<file path="config.mk">
export PLATFORM = sky130hd
export DESIGN_NAME = fuse_and_parallel_prog_ctrl
export DESIGN_NICKNAME = d
export VERILOG_FILES = /design/src/hw/fuse_and_parallel_prog_ctrl.v /design/src/hw/pin_sync.v /design/src/hw/stage_reset_force.v
export VERILOG_INCLUDE_DIRS = /design/src /design/src/hw
export SDC_FILE = /design/constraint.sdc
export NUM_CORES = 1
export LEC_CHECK = 0
export ABC_AREA = 1
export BUFFER_PORTS_ARGS = -buffer_cell sky130_fd_sc_hd__buf_4
export CORE_UTILIZATION = 58
export CTS_BUF_LIST = sky130_fd_sc_hd__clkbuf_4 sky130_fd_sc_hd__clkbuf_8
export CTS_CLUSTER_DIAMETER = 120
export CTS_CLUSTER_SIZE = 14
export DETAILED_ROUTE_END_ITERATION = 7
export PLACE_DENSITY = 0.84
export SETUP_SLACK_MARGIN = 0.5
export SKIP_LAST_GASP = 1
export SYNTH_ARGS = -nofsm -noshare
export SYNTH_HDL_FRONTEND = slang
export SYNTH_HIERARCHICAL = 1
export SYNTH_SLANG_ARGS = --single-unit
</file>
<file path="constraint.sdc">
create_clock -name clk_in -period 2 [get_ports clk_in]
set_input_delay 0.4 -clock clk_in [delete_from_list [all_inputs] [get_ports clk_in]]
set_output_delay 0.4 -clock clk_in [all_outputs]
set_load 0.02 [all_outputs]
</file>
<file path="src/hw/fuse_prog_consts.vh">
// constants for the fuse store and parallel programming front end
`ifndef FUSE_PROG_CONSTS_VH
`define FUSE_PROG_CONSTS_VH

// fuse byte defaults, 0 = programmed
`define LOW_FUSE_DEFAULT 8'h62
`define HIGH_FUSE_DEFAULT 8'hDF
`define EXT_FUSE_DEFAULT 8'hF9
`define LOCK_BYTE_DEFAULT 8'hFF

// high fuse byte fields
`define HF_EXT_RESET_DISABLE 7
`define HF_DEBUG_LINK_ENABLE 6
`define HF_SERIAL_PROG_ENABLE 5
`define HF_WATCHDOG_ALWAYS_ON 4
`define HF_EEPROM_PRESERVE 3
`define HF_BROWNOUT_MSB 2
`define HF_BROWNOUT_LSB 0

// low fuse byte fields
`define LF_CLOCK_DIV8 7
`define LF_CLOCK_OUTPUT 6
`define LF_STARTUP_MSB 5
`define LF_STARTUP_LSB 4
`define LF_CLOCK_SOURCE_MSB 3
`define LF_CLOCK_SOURCE_LSB 0

// extended fuse byte fields
`define EF_STAGE2_FORCE 7
`define EF_STAGE1_FORCE 6
`define EF_STAGE0_FORCE 5
`define EF_RESET_LEVEL 4
`define EF_BOOT_SIZE_MSB 2
`define EF_BOOT_SIZE_LSB 1
`define EF_RESET_VECTOR 0

// lock byte field
`define LOCK_BIT_ONE 0

// strobe action coding {bit1,bit0}
`define ACT_LOAD_ADDR 2'h0
`define ACT_LOAD_DATA 2'h1
`define ACT_LOAD_CMD 2'h2
`define ACT_IDLE 2'h3

// command bytes
`define CMD_NOP 8'h00
`define CMD_CHIP_ERASE 8'h80
`define CMD_WRITE_FUSE 8'h40
`define CMD_WRITE_LOCK 8'h20
`define CMD_WRITE_FLASH 8'h10
`define CMD_WRITE_EEPROM 8'h11
`define CMD_READ_SIG 8'h08
`define CMD_READ_FUSE_LOCK 8'h04
`define CMD_READ_FLASH 8'h02
`define CMD_READ_EEPROM 8'h03

// memory operation codes toward the array controller
`define MEM_OP_ERASE 2'h0
`define MEM_OP_FLASH_PAGE 2'h1
`define MEM_OP_EEPROM_PAGE 2'h2

// flash and eeprom geometry
`define FLASH_ADDR_W 12
`define FLASH_WORD_W 5
`define EEPROM_ADDR_W 9
`define EEPROM_BYTE_W 2

// signature space addresses
`define SIG_ADDR_0 2'h0
`define SIG_ADDR_1 2'h1
`define SIG_ADDR_2 2'h2

// fuse and lock cell write time
`define CLK_PERIOD_NS 25
`define FUSE_WR_TIME_NS 400
`define FUSE_WR_CYCLES ((`FUSE_WR_TIME_NS + `CLK_PERIOD_NS - 1) / `CLK_PERIOD_NS)

`endif

</file>
<file path="src/hw/fuse_and_parallel_prog_ctrl.v">
// fuse store, reset output forcing and parallel programming front end
`timescale 1ns/1ps
`default_nettype none
`include "fuse_prog_consts.vh"
module fuse_and_parallel_prog_ctrl #(
  parameter [7:0] SIG_BYTE0 = 8'hA5,
  parameter [7:0] SIG_BYTE1 = 8'h5A,
  parameter [7:0] SIG_BYTE2 = 8'h3C,
  parameter [7:0] CAL_BYTE = 8'h80
) (
  input wire clk_in,
  input wire rst_in,
  input wire por_in,
  input wire prog_mode_in,
  input wire crystal_strobe_in,
  input wire action_select_bit0_in,
  input wire action_select_bit1_in,
  input wire byte_select_one_in,
  input wire byte_select_two_in,
  input wire page_load_strobe_in,
  input wire write_strobe_n_in,
  input wire output_enable_n_in,
  input wire [7:0] data_in,
  output reg [7:0] data_out,
  output wire data_oe_out,
  output wire ready_busy_out,
  input wire serial_prog_mode_in,
  input wire serial_fuse_write_in,
  input wire [1:0] serial_fuse_select_in,
  input wire [7:0] serial_fuse_data_in,
  output reg mem_req_out,
  output reg [1:0] mem_op_out,
  output reg mem_keep_eeprom_out,
  input wire mem_done_in,
  output wire [6:0] flash_page_index_out,
  output wire [4:0] flash_word_in_page_index_out,
  output wire [6:0] eeprom_page_index_out,
  output wire [1:0] eeprom_byte_in_page_out,
  input wire [15:0] flash_rdata_in,
  input wire [7:0] eeprom_rdata_in,
  output reg page_buf_write_out,
  output reg [15:0] page_buf_data_out,
  output reg [7:0] low_fuse_out,
  output reg [7:0] high_fuse_out,
  output reg [7:0] ext_fuse_out,
  output wire eeprom_preserve_fuse_out,
  output reg [7:0] osc_calibration_reg_out,
  input wire stage0_output_config_write_in,
  input wire stage1_output_config_write_in,
  input wire stage2_output_config_write_in,
  input wire [1:0] stage0_port_in,
  input wire [1:0] stage1_port_in,
  input wire [3:0] stage2_port_in,
  output wire [1:0] stage0_output_out,
  output wire [1:0] stage1_output_out,
  output wire [3:0] stage2_output_out
);
  localparam ST_IDLE = 2'h0;
  localparam ST_MEM = 2'h1;
  localparam ST_FUSE = 2'h2;
  localparam integer FUSE_WR_INT = `FUSE_WR_CYCLES;
  localparam [7:0] FUSE_WR_COUNT = FUSE_WR_INT[7:0];

  wire [16:0] pins_raw;
  wire [16:0] pins;
  wire prog_pin;
  wire strobe_pin;
  wire [1:0] action;
  wire bs1;
  wire bs2;
  wire page_load_strobe_pin;
  wire wr_n;
  wire oe_n;
  wire [7:0] bus_data;

  // stored cells, kept across ordinary reset
  reg [7:0] low_fuse_cell;
  reg [7:0] high_fuse_cell;
  reg [7:0] ext_fuse_cell;
  reg [7:0] lock_cell;
  reg por_seen;

  reg prog_prev;
  reg strobe_prev;
  reg page_load_strobe_prev;
  reg wr_prev;
  reg prog_active;
  reg [7:0] command;
  reg [7:0] addr_low;
  reg [7:0] addr_high;
  reg [7:0] data_low;
  reg [7:0] data_high;
  reg [1:0] state;
  reg [7:0] fuse_count;
  reg [7:0] next_data_out;

  wire entering;
  wire strobe_rise;
  wire page_load_strobe_rise;
  wire wr_fall;
  wire fuses_locked;
  wire [`FLASH_ADDR_W-1:0] flash_addr;
  wire [`EEPROM_ADDR_W-1:0] eeprom_addr;

  assign pins_raw = {prog_mode_in, crystal_strobe_in, action_select_bit1_in,
                     action_select_bit0_in, byte_select_one_in, byte_select_two_in,
                     page_load_strobe_in, write_strobe_n_in, output_enable_n_in, data_in};

  pin_sync #(
    .W(17),
    .INIT(17'h00300)
  ) u_pin_sync (
    .clk_in(clk_in),
    .rst_in(rst_in),
    .async_in(pins_raw),
    .sync_out(pins)
  );

  assign prog_pin = pins[16];
  assign strobe_pin = pins[15];
  assign action = pins[14:13];
  assign bs1 = pins[12];
  assign bs2 = pins[11];
  assign page_load_strobe_pin = pins[10];
  assign wr_n = pins[9];
  assign oe_n = pins[8];
  assign bus_data = pins[7:0];

  always @(posedge clk_in) begin
    if (rst_in) begin
      prog_prev <= 1'b0;
      strobe_prev <= 1'b0;
      page_load_strobe_prev <= 1'b0;
      wr_prev <= 1'b1;
    end else begin
      prog_prev <= prog_pin;
      strobe_prev <= strobe_pin;
      page_load_strobe_prev <= page_load_strobe_pin;
      wr_prev <= wr_n;
    end
  end

  // entry pattern must be all zero
  assign entering = prog_pin && !prog_prev && !page_load_strobe_pin && (action == 2'h0) && !bs1;
  assign strobe_rise = prog_active && strobe_pin && !strobe_prev;
  assign page_load_strobe_rise = prog_active && page_load_strobe_pin && !page_load_strobe_prev;
  assign wr_fall = prog_active && !wr_n && wr_prev;
  // lock bit one programmed locks the fuses
  assign fuses_locked = !lock_cell[`LOCK_BIT_ONE];

  // flash word address split into page and word
  assign flash_addr = {addr_high[3:0], addr_low};
  assign flash_page_index_out = flash_addr[`FLASH_ADDR_W-1:`FLASH_WORD_W];
  assign flash_word_in_page_index_out = flash_addr[`FLASH_WORD_W-1:0];
  // eeprom byte address split into page and byte
  assign eeprom_addr = {addr_high[0], addr_low};
  assign eeprom_page_index_out = eeprom_addr[`EEPROM_ADDR_W-1:`EEPROM_BYTE_W];
  assign eeprom_byte_in_page_out = eeprom_addr[`EEPROM_BYTE_W-1:0];

  always @(posedge clk_in) begin
    if (rst_in) begin
      prog_active <= 1'b0;
      command <= `CMD_NOP;
      addr_low <= 8'h00;
      addr_high <= 8'h00;
      data_low <= 8'hFF;
      data_high <= 8'hFF;
    end else begin
      if (!prog_pin) begin
        prog_active <= 1'b0;
      end else if (entering) begin
        prog_active <= 1'b1;
      end
      if (strobe_rise && state == ST_IDLE) begin
        case (action)
          `ACT_LOAD_ADDR: begin
            if (bs1) begin
              addr_high <= bus_data;
            end else begin
              addr_low <= bus_data;
            end
          end
          `ACT_LOAD_DATA: begin
            if (bs1) begin
              data_high <= bus_data;
            end else begin
              data_low <= bus_data;
            end
          end
          `ACT_LOAD_CMD: begin
            command <= bus_data;
          end
          default: begin
          end
        endcase
      end
    end
  end

  // page buffer load on the page-load strobe
  always @(posedge clk_in) begin
    if (rst_in) begin
      page_buf_write_out <= 1'b0;
      page_buf_data_out <= 16'h0000;
    end else begin
      page_buf_write_out <= page_load_strobe_rise &&
        (command == `CMD_WRITE_FLASH || command == `CMD_WRITE_EEPROM);
      if (page_load_strobe_rise) begin
        page_buf_data_out <= {data_high, data_low};
      end
    end
  end

  // operation sequencer
  always @(posedge clk_in) begin
    if (rst_in) begin
      state <= ST_IDLE;
      fuse_count <= 8'h00;
      mem_req_out <= 1'b0;
      mem_op_out <= `MEM_OP_ERASE;
      mem_keep_eeprom_out <= 1'b0;
    end else begin
      mem_req_out <= 1'b0;
      case (state)
        ST_IDLE: begin
          // write pulse runs the loaded command
          if (wr_fall) begin
            case (command)
              `CMD_CHIP_ERASE: begin
                mem_req_out <= 1'b1;
                mem_op_out <= `MEM_OP_ERASE;
                mem_keep_eeprom_out <= !high_fuse_cell[`HF_EEPROM_PRESERVE];
                state <= ST_MEM;
              end
              `CMD_WRITE_FLASH: begin
                mem_req_out <= 1'b1;
                mem_op_out <= `MEM_OP_FLASH_PAGE;
                state <= ST_MEM;
              end
              `CMD_WRITE_EEPROM: begin
                mem_req_out <= 1'b1;
                mem_op_out <= `MEM_OP_EEPROM_PAGE;
                state <= ST_MEM;
              end
              `CMD_WRITE_FUSE, `CMD_WRITE_LOCK: begin
                fuse_count <= FUSE_WR_COUNT;
                state <= ST_FUSE;
              end
              default: begin
              end
            endcase
          end
        end
        ST_MEM: begin
          if (mem_done_in) begin
            state <= ST_IDLE;
          end
        end
        ST_FUSE: begin
          if (fuse_count <= 8'h01) begin
            state <= ST_IDLE;
          end
          fuse_count <= fuse_count - 8'h01;
        end
        default: begin
          state <= ST_IDLE;
        end
      endcase
    end
  end

  assign ready_busy_out = (state == ST_IDLE);

  // fuse and lock cells
  always @(posedge clk_in) begin
    if (por_in) begin
      low_fuse_cell <= `LOW_FUSE_DEFAULT;
      high_fuse_cell <= `HIGH_FUSE_DEFAULT;
      ext_fuse_cell <= `EXT_FUSE_DEFAULT;
      lock_cell <= `LOCK_BYTE_DEFAULT;
    end else if (!rst_in) begin
      if (wr_fall && state == ST_IDLE) begin
        // erase clears locks only, fuses untouched
        if (command == `CMD_CHIP_ERASE) begin
          lock_cell <= `LOCK_BYTE_DEFAULT;
        end
        // locks can only be programmed further
        if (command == `CMD_WRITE_LOCK) begin
          lock_cell <= lock_cell & data_low;
        end
        // parallel fuse write refused when locked
        if (command == `CMD_WRITE_FUSE && !fuses_locked) begin
          // byte selects pick low, high or extended byte
          if (bs2) begin
            ext_fuse_cell <= data_low;
          end else if (bs1) begin
            high_fuse_cell <= data_low;
          end else begin
            low_fuse_cell <= data_low;
          end
        end
      end else if (serial_prog_mode_in && serial_fuse_write_in && !fuses_locked) begin
        case (serial_fuse_select_in)
          2'h0: begin
            low_fuse_cell <= serial_fuse_data_in;
          end
          2'h1: begin
            // serial writes keep the serial enable bit
            high_fuse_cell <= {serial_fuse_data_in[7:6],
                               high_fuse_cell[`HF_SERIAL_PROG_ENABLE],
                               serial_fuse_data_in[4:0]};
          end
          2'h2: begin
            ext_fuse_cell <= serial_fuse_data_in;
          end
          default: begin
          end
        endcase
      end
    end
  end

  // latch fuses at power-up and programming entry
  always @(posedge clk_in) begin
    if (por_in) begin
      por_seen <= 1'b0;
      low_fuse_out <= `LOW_FUSE_DEFAULT;
      high_fuse_out <= `HIGH_FUSE_DEFAULT;
      ext_fuse_out <= `EXT_FUSE_DEFAULT;
    end else begin
      por_seen <= 1'b1;
      if (!por_seen || (entering && !rst_in)) begin
        low_fuse_out <= low_fuse_cell;
        high_fuse_out <= high_fuse_cell;
        ext_fuse_out <= ext_fuse_cell;
      end
    end
  end

  // preserve fuse taken straight from the cell
  assign eeprom_preserve_fuse_out = high_fuse_cell[`HF_EEPROM_PRESERVE];

  always @(posedge clk_in) begin
    if (rst_in || por_in) begin
      osc_calibration_reg_out <= CAL_BYTE;
    end
  end

  // read data mux
  always @* begin
    next_data_out = 8'hFF;
    case (command)
      `CMD_READ_SIG: begin
        if (bs1) begin
          next_data_out = CAL_BYTE;
        end else if (addr_low[1:0] == `SIG_ADDR_0) begin
          next_data_out = SIG_BYTE0;
        end else if (addr_low[1:0] == `SIG_ADDR_1) begin
          next_data_out = SIG_BYTE1;
        end else if (addr_low[1:0] == `SIG_ADDR_2) begin
          next_data_out = SIG_BYTE2;
        end
      end
      // cells read back raw, 0 programmed
      `CMD_READ_FUSE_LOCK: begin
        case ({bs2, bs1})
          2'h0: next_data_out = low_fuse_cell;
          2'h1: next_data_out = lock_cell;
          2'h2: next_data_out = ext_fuse_cell;
          default: next_data_out = high_fuse_cell;
        endcase
      end
      `CMD_READ_FLASH: begin
        next_data_out = bs1 ? flash_rdata_in[15:8] : flash_rdata_in[7:0];
      end
      `CMD_READ_EEPROM: begin
        next_data_out = eeprom_rdata_in;
      end
      default: begin
        next_data_out = 8'hFF;
      end
    endcase
  end

  always @(posedge clk_in) begin
    if (rst_in) begin
      data_out <= 8'hFF;
    end else begin
      data_out <= next_data_out;
    end
  end

  // drive the bus only under output enable
  assign data_oe_out = prog_active && !oe_n && !strobe_pin;

  // level and force bits from the extended byte
  stage_reset_force #(
    .N(2)
  ) u_stage0 (
    .clk_in(clk_in),
    .rst_in(rst_in),
    .force_fuse_in(ext_fuse_out[`EF_STAGE0_FORCE]),
    .level_fuse_in(ext_fuse_out[`EF_RESET_LEVEL]),
    .config_write_in(stage0_output_config_write_in),
    .port_in(stage0_port_in),
    .pin_out(stage0_output_out)
  );

  stage_reset_force #(
    .N(2)
  ) u_stage1 (
    .clk_in(clk_in),
    .rst_in(rst_in),
    .force_fuse_in(ext_fuse_out[`EF_STAGE1_FORCE]),
    .level_fuse_in(ext_fuse_out[`EF_RESET_LEVEL]),
    .config_write_in(stage1_output_config_write_in),
    .port_in(stage1_port_in),
    .pin_out(stage1_output_out)
  );

  stage_reset_force #(
    .N(4)
  ) u_stage2 (
    .clk_in(clk_in),
    .rst_in(rst_in),
    .force_fuse_in(ext_fuse_out[`EF_STAGE2_FORCE]),
    .level_fuse_in(ext_fuse_out[`EF_RESET_LEVEL]),
    .config_write_in(stage2_output_config_write_in),
    .port_in(stage2_port_in),
    .pin_out(stage2_output_out)
  );

  // field layout lives in the latched bytes
endmodule
`default_nettype wire

</file>
<file path="src/hw/pin_sync.v">
// two-flop synchroniser for a group of pins
`timescale 1ns/1ps
`default_nettype none
module pin_sync #(
  parameter W = 1,
  parameter [W-1:0] INIT = {W{1'b0}}
) (
  input wire clk_in,
  input wire rst_in,
  input wire [W-1:0] async_in,
  output wire [W-1:0] sync_out
);
  reg [W-1:0] stage1;
  reg [W-1:0] stage2;

  always @(posedge clk_in) begin
    if (rst_in) begin
      stage1 <= INIT;
      stage2 <= INIT;
    end else begin
      stage1 <= async_in;
      stage2 <= stage1;
    end
  end

  assign sync_out = stage2;
endmodule
`default_nettype wire

</file>
<file path="src/hw/stage_reset_force.v">
// reset forcing of one power stage's outputs
`timescale 1ns/1ps
`default_nettype none
module stage_reset_force #(
  parameter N = 2
) (
  input wire clk_in,
  input wire rst_in,
  input wire force_fuse_in,
  input wire level_fuse_in,
  input wire config_write_in,
  input wire [N-1:0] port_in,
  output wire [N-1:0] pin_out
);
  reg hold;

  always @(posedge clk_in) begin
    if (rst_in) begin
      hold <= 1'b1;
    end else if (config_write_in) begin
      hold <= 1'b0;
    end
  end

  // forced level while in reset or until the config register is written
  assign pin_out = (hold && !force_fuse_in) ? {N{level_fuse_in}} : port_in;
endmodule
`default_nettype wire

</file>
# ---- Word level (Yosys, flattened, before mapping)
# Index checks and enable logic that the tools add are counted.
dict set report word_totals {
  out_inout_bits 93
  ff_bits 174
}
dict set report op_classes {
  mux 40
  n_eq_ne 29
  bitwise_logic 7
  n_addsub 1
  reduce_logical 68
  n_lt_le_gt_ge 1
}
# operator n
set ops {}
lappend ops {{8-bit 2-to-1 mux} 26}
lappend ops {{8-bit one-hot mux with 4 select lines} 1}
lappend ops {{8-bit one-hot mux with 3 select lines} 1}
lappend ops {{3-bit AND reduction} 8}
lappend ops {{1-bit logical AND} 22}
lappend ops {{8-bit by 2-bit equality test with 1-bit output (second input constant)} 2}
lappend ops {{8-bit by 5-bit equality test with 1-bit output (second input constant)} 2}
lappend ops {{8-bit one-hot mux with 2 select lines} 1}
lappend ops {{1-bit zero test} 14}
lappend ops {{2-bit one-hot mux with 3 select lines} 2}
lappend ops {{6-bit AND reduction} 2}
lappend ops {{2-bit nonzero test} 6}
lappend ops {{2-bit by 1-bit equality test with 1-bit output (second input constant)} 5}
lappend ops {{2-bit equality test (second input constant)} 5}
lappend ops {{2-bit zero test} 5}
lappend ops {{2-bit 2-to-1 mux} 5}
lappend ops {{2-bit by 1-bit inequality test with 1-bit output (second input constant)} 5}
lappend ops {{5-bit AND reduction} 2}
lappend ops {{8-bit AND} 1}
lappend ops {{8-bit by 3-bit equality test with 1-bit output (second input constant)} 1}
lappend ops {{8-bit by 4-bit equality test with 1-bit output (second input constant)} 1}
lappend ops {{8-bit by 6-bit equality test with 1-bit output (second input constant)} 1}
lappend ops {{8-bit by 7-bit equality test with 1-bit output (second input constant)} 1}
lappend ops {{8-bit equality test (second input constant)} 1}
lappend ops {{14 further kinds} 26}

# ---- Logic depth before layout (Yosys ltp)
dict set report logic_depth {
  depth_word 7
  ltp_mapped 10
}

# ---- By module
# The synthesis kept the hierarchy.
# mod instances area_each_um2 cells_per_inst
set modules_own_cells {}
lappend modules_own_cells {fuse_and_parallel_prog_ctrl 1 6200.9 876}
lappend modules_own_cells {pin_sync 1 973.4 106}
lappend modules_own_cells {{stage_reset_force at u_stage0 ...} 2 58.8 10}
lappend modules_own_cells {{stage_reset_force at u_stage2} 1 73.8 14}

# ---- Least setup slack after synthesis
# OpenSTA, ideal clock, no wires.
dict set report synth_path {
  path_kind {reg2reg}
  from {reg state[0]}
  to {reg high_fuse_cell[3]}
  required_ns 1.867
  synth_period_minus_slack_ns 1.427
  stages_incl_launch_ff 9
  n_path_buf 0
  slack_ns 0.573
  t_arrival_ns 1.294
  setup_ns 0.133
  cell_sequence {dfxtp_1 > nor2_4 > nand2_2 > nand2_1 > nand2_1 > nor2_4 > nand2_2 > nand2_1 > nand3_1}
}
dict set report synth_between {
  elab_chain_cells 4
  word_cells_on_any_way 9
  cone_classes {eq/ne: 3; mux: 1; reduce/logical: 5}
}
# item line_no
set synth_lines {}
lappend synth_lines {{start, declared} fuse_and_parallel_prog_ctrl.v:93} ;# reg [1:0] state;
lappend synth_lines {{start signal, assigned} fuse_and_parallel_prog_ctrl.v:217} ;# state <= ST_IDLE;
lappend synth_lines {{start signal, assigned} fuse_and_parallel_prog_ctrl.v:233} ;# state <= ST_MEM;
lappend synth_lines {{start signal, assigned} fuse_and_parallel_prog_ctrl.v:238} ;# state <= ST_MEM;
lappend synth_lines {{2-bit zero test *} n/a}
lappend synth_lines {{via ready_busy_out} fuse_and_parallel_prog_ctrl.v:26} ;# output wire ready_busy_out,
lappend synth_lines {{1-bit logical AND *} fuse_and_parallel_prog_ctrl.v:282} ;# if (wr_fall && state == ST_IDLE) begin
lappend synth_lines {{2-bit by 1-bit inequality test with 1-bit output (no line) (tied with other cells)} n/a}
lappend synth_lines {{6-bit AND reduction (no line)} n/a}
lappend synth_lines {{end signal, assigned} fuse_and_parallel_prog_ctrl.v:278} ;# high_fuse_cell <= `HIGH_FUSE_DEFAULT;
lappend synth_lines {{end signal, assigned} fuse_and_parallel_prog_ctrl.v:297} ;# high_fuse_cell <= data_low;
lappend synth_lines {{end signal, assigned} fuse_and_parallel_prog_ctrl.v:309} ;# high_fuse_cell <= {serial_fuse_data_in[7:6],
lappend synth_lines {{end, declared} fuse_and_parallel_prog_ctrl.v:78} ;# reg [7:0] high_fuse_cell;
# The timed path passes the listed nets; every way through them passes the cells marked *.
# A chain may end at the register's enable or synchronous reset.

# ---- Worst setup path after layout
dict set report layout_path {
  from {reg state[1]}
  to {reg high_fuse_cell[6]}
}
dict set report layout_between {
  elab_chain_cells 4
  word_cells_on_any_way 9
  cone_classes {eq/ne: 3; mux: 1; reduce/logical: 5}
}
# item line_no
set layout_lines {}
lappend layout_lines {{2-bit zero test *} fuse_and_parallel_prog_ctrl.v:282}
lappend layout_lines {{1-bit logical AND *} fuse_and_parallel_prog_ctrl.v:282}
lappend layout_lines {{2-bit by 1-bit inequality test with 1-bit output (no line) (tied with other cells)} n/a}
lappend layout_lines {{6-bit AND reduction (no line)} n/a}
# Every way passes the cells marked *; elsewhere a longest branch is shown, timed or not.

==> metrics <==
status finished clean; total grt overflow 0; largest net degree at the start of global routing 57; Worst Path Class, Setup flop to flop; Max-Cap Viols 0; Switch Pwr approximately 0.0018 W; worst hold-check path type input port to flop; Critical Path AT between 2000 and 2500 ps; Synth top area share a little under half; cells along the critical path nor2_4 > buf_12 > inv_8 > nor2_8 > buf_4 > nand2_2 > nand2_2 > nor2_4 > nand2_4 > nand2_1 > nand3_1; core area 12210 µm²; Post-synth EDFFs 0; Fillers 825; Hold WS 94.81 ps; pwr dens between 700 and 800 nW/µm²; CTS tree built; CP Capture Type flop; CTS Buffer Depth 2; Max Fclk slightly above 600 MHz; routed vias 7265; dpl hpwl around 14000 µm; final period utilization ~82%; Seq pwr share roughly half; Routed WL 21420 µm; ys async rst share 0%; via count of the first global-routing pass 6278; post-route worst setup slack 354.5 ps; Slew headroom 66.17%; die area 13150 µm²; DRT Pass-1 Iters 6; Final Hold Viols 0; synth warn 6; RSZ-0062 raised after global routing yes; Tmin final approximately 1600 ps; clk_skew 10.09 ps; Lkg Pwr 4.746 nW; clock power share between 30 and 40%; DP Worst Slack 346.6 ps; Power Internal roughly 0.0052 W; CTS root buf clkbuf_8; initial drt markers 681; clock slew at reported path FFs 90 ps; # rows 40; clk_lat worst skew about 470 ps; CP Launch Type flop; post-route ant nets 0; initial core utilization 60.32%; CTS Buf Count 17; Slew Limit Fails 0; Critical Path Max Stage Delay 350 ps; # setup viols final 0; Critical Path Slowest Stage Cell dfxtp_2; initial antenna violation count 0; Die Y approximately 110 µm; Seq/Total Area, Yosys 47.29%; Mean Syn Cell Area between 7 and 8 µm²; I/O pin cnt 161; Syn Inst Count 1016; Final nets 1260; top post-synthesis cells by area dfxtp_1 (47%), nand2_1 (12%), nand3_1 (7.2%), inv_1 (6.1%), nor2_1 (5.8%); first-pass GRT wire length 30080 µm; Mapped Area 7366 µm²; gr usage total 29.76%; worst slew pin tran 507.4 ps; I/O Buffers about 150; Die Wd 114.7 µm; post-synth cell types 38; switching portion of total power 25.40%; commonest non-fill, non-tap cell in the layout nand2_1; maximum vdd drop 0.5352 mV; combinational share of power under 10%; WL/cell 15.65 µm; area grow syn2layout 33.58%; dominant cell type by area after synthesis dfxtp_1; CTS HTree Levels 4; #FFs+latches synth 174; layout cells sized above 1 between 30% and 40%; CTS Sinks about 170; # DRC 0; Avg Vias per Cell 5.307; Routability Congestion 0.8803; crit-path max FO 8; top_reg_cell synth dfxtp_1; diodes inserted 0; commonest cells after routing, fill and taps aside nand2_1 (201), buf_4 (171), dfxtp_1 (153); Crit path required time between 2000 and 2500 ps; setup TNS 0 ps
==> worst max-delay path, delay by kind of cell, from the launching register on <==
kind,cells,cell delay (ps)
simple gates,8,860
buf+inv,3,360
flops,1,350
==> power by group through the flow <==
stage / Combinational (W) / Sequential (W) / Clock [W]
global route: 0.000739 / 0.00361 / 0.00289
floorplan: 0.000308 / 0.00369 / 0
detailed placement: 0.000567 / 0.00367 / 0
finish: 0.000684 / 0.00360 / 0.00271
global placement: 0.000558 / 0.00367 / 0
CTS: 0.000606 / 0.00360 / 0.00272
==> kinds of logic (layout without fill, tap and decap cells) <==
logic type / Yosys count / after routing / synth area share, %
buffers and inverters: 181 / 357 / 11.01
other: 2 / 8 / 0.1020
XOR/XNOR: 1 / 1 / 0.1189
flip-flops: 174 / 174 / 47.29
adder cells (fa/ha/maj): 4 / 4 / 0.6795
AND/OR/NAND/NOR: 506 / 509 / 30.27
AO/OA/AOI/OAI: 148 / 148 / 10.53
==> worst paths after layout <==
check,from,to,slack (ps),depth (start not counted)
setup reg to reg,state[1],high_fuse_cell[6],350,11
hold reg to reg,u_pin_sync/stage1[15],u_pin_sync/sync_out[15],400,2
hold / removal,por_in,high_fuse_cell[5],90,2
setup / recovery,state[1],high_fuse_cell[6],350,11
==> sequential cells by signal, summed over array words and instances (netlist names), 2 cells and up <==
register / cells
low_fuse_cell: 8
u_pin_sync/stage1: 17
ext_fuse_cell: 8
data_low: 8
addr_low: 8
command: 8
data_high: 8
u_pin_sync/sync_out: 17
mem_op_out: 2
data_out: 8
addr_high: 4
state: 2
high_fuse_cell: 8
lock_cell: 8
page_buf_data_out: 16
high_fuse_out: 8
ext_fuse_out: 8
low_fuse_out: 8
fuse_count: 8
==> layer usage <==
layer | track usage (%) | part of all wire (%)
met1 | 36.67 | 39
met2 | 51.47 | 49
met3 | 6.141 | 8.1
met4 | 10.65 | 3.9
met5 | 0 | 0
==> what timing repair did <==
action,4_1_cts,5_1_grt
resized for setup,47,129
setup endpoints to repair,82,120
gates cloned,0,5
hold buffers,0,0
pin swaps,6,16
setup buffers,12,17
==> synth_stat cells (3+ instances only) <==
library cell / number
nand2_1: 242
dfxtp_1: 174
inv_1: 119
nor2_1: 113
nand3_1: 106
o21ai_0: 75
a21oi_1: 61
buf_4: 20
clkbuf_1: 17
buf_2: 10
nor3_1: 10
nand4_1: 8
inv_2: 7
nor2_2: 5
o211ai_1: 5
buf_6: 4
ha_1: 4
nand2_2: 4
or2_2: 4
nand3_2: 3
nand3_4: 3
o21bai_1: 3
==> layout make-up <==
cell class / instances / area (µm²) / area share, %
Timing Repair inverter: 1 / 5.005 / 0.05086
Tap cell: 168 / 210.2 / 2.136
Multi-Input combinational cell: 670 / 3515 / 35.72
Inverter: 128 / 510.5 / 5.188
Clock buffer: 17 / 234.0 / 2.378
Clock inverter: 15 / 211.5 / 2.149
Sequential cell: 174 / 3522 / 35.80
Timing Repair Buffer: 196 / 1632 / 16.58
==> stage by stage <==
step | instances | util [%] | instance area [µm²] | total power (W)
CTS | 1347 | 75.66 | 9239 | 0.006923
global placement | 1303 | 69.95 | 8542 | 0.004229
finish | 1369 | 80.57 | 9839 | 0.006994
floorplan | 1022 | - | 7388 | 0.004000
detailed placement | 1303 | 69.95 | 8542 | 0.004240
global route | 1369 | 80.57 | 9839 | 0.007238
(Power assumes the default switching activity.)
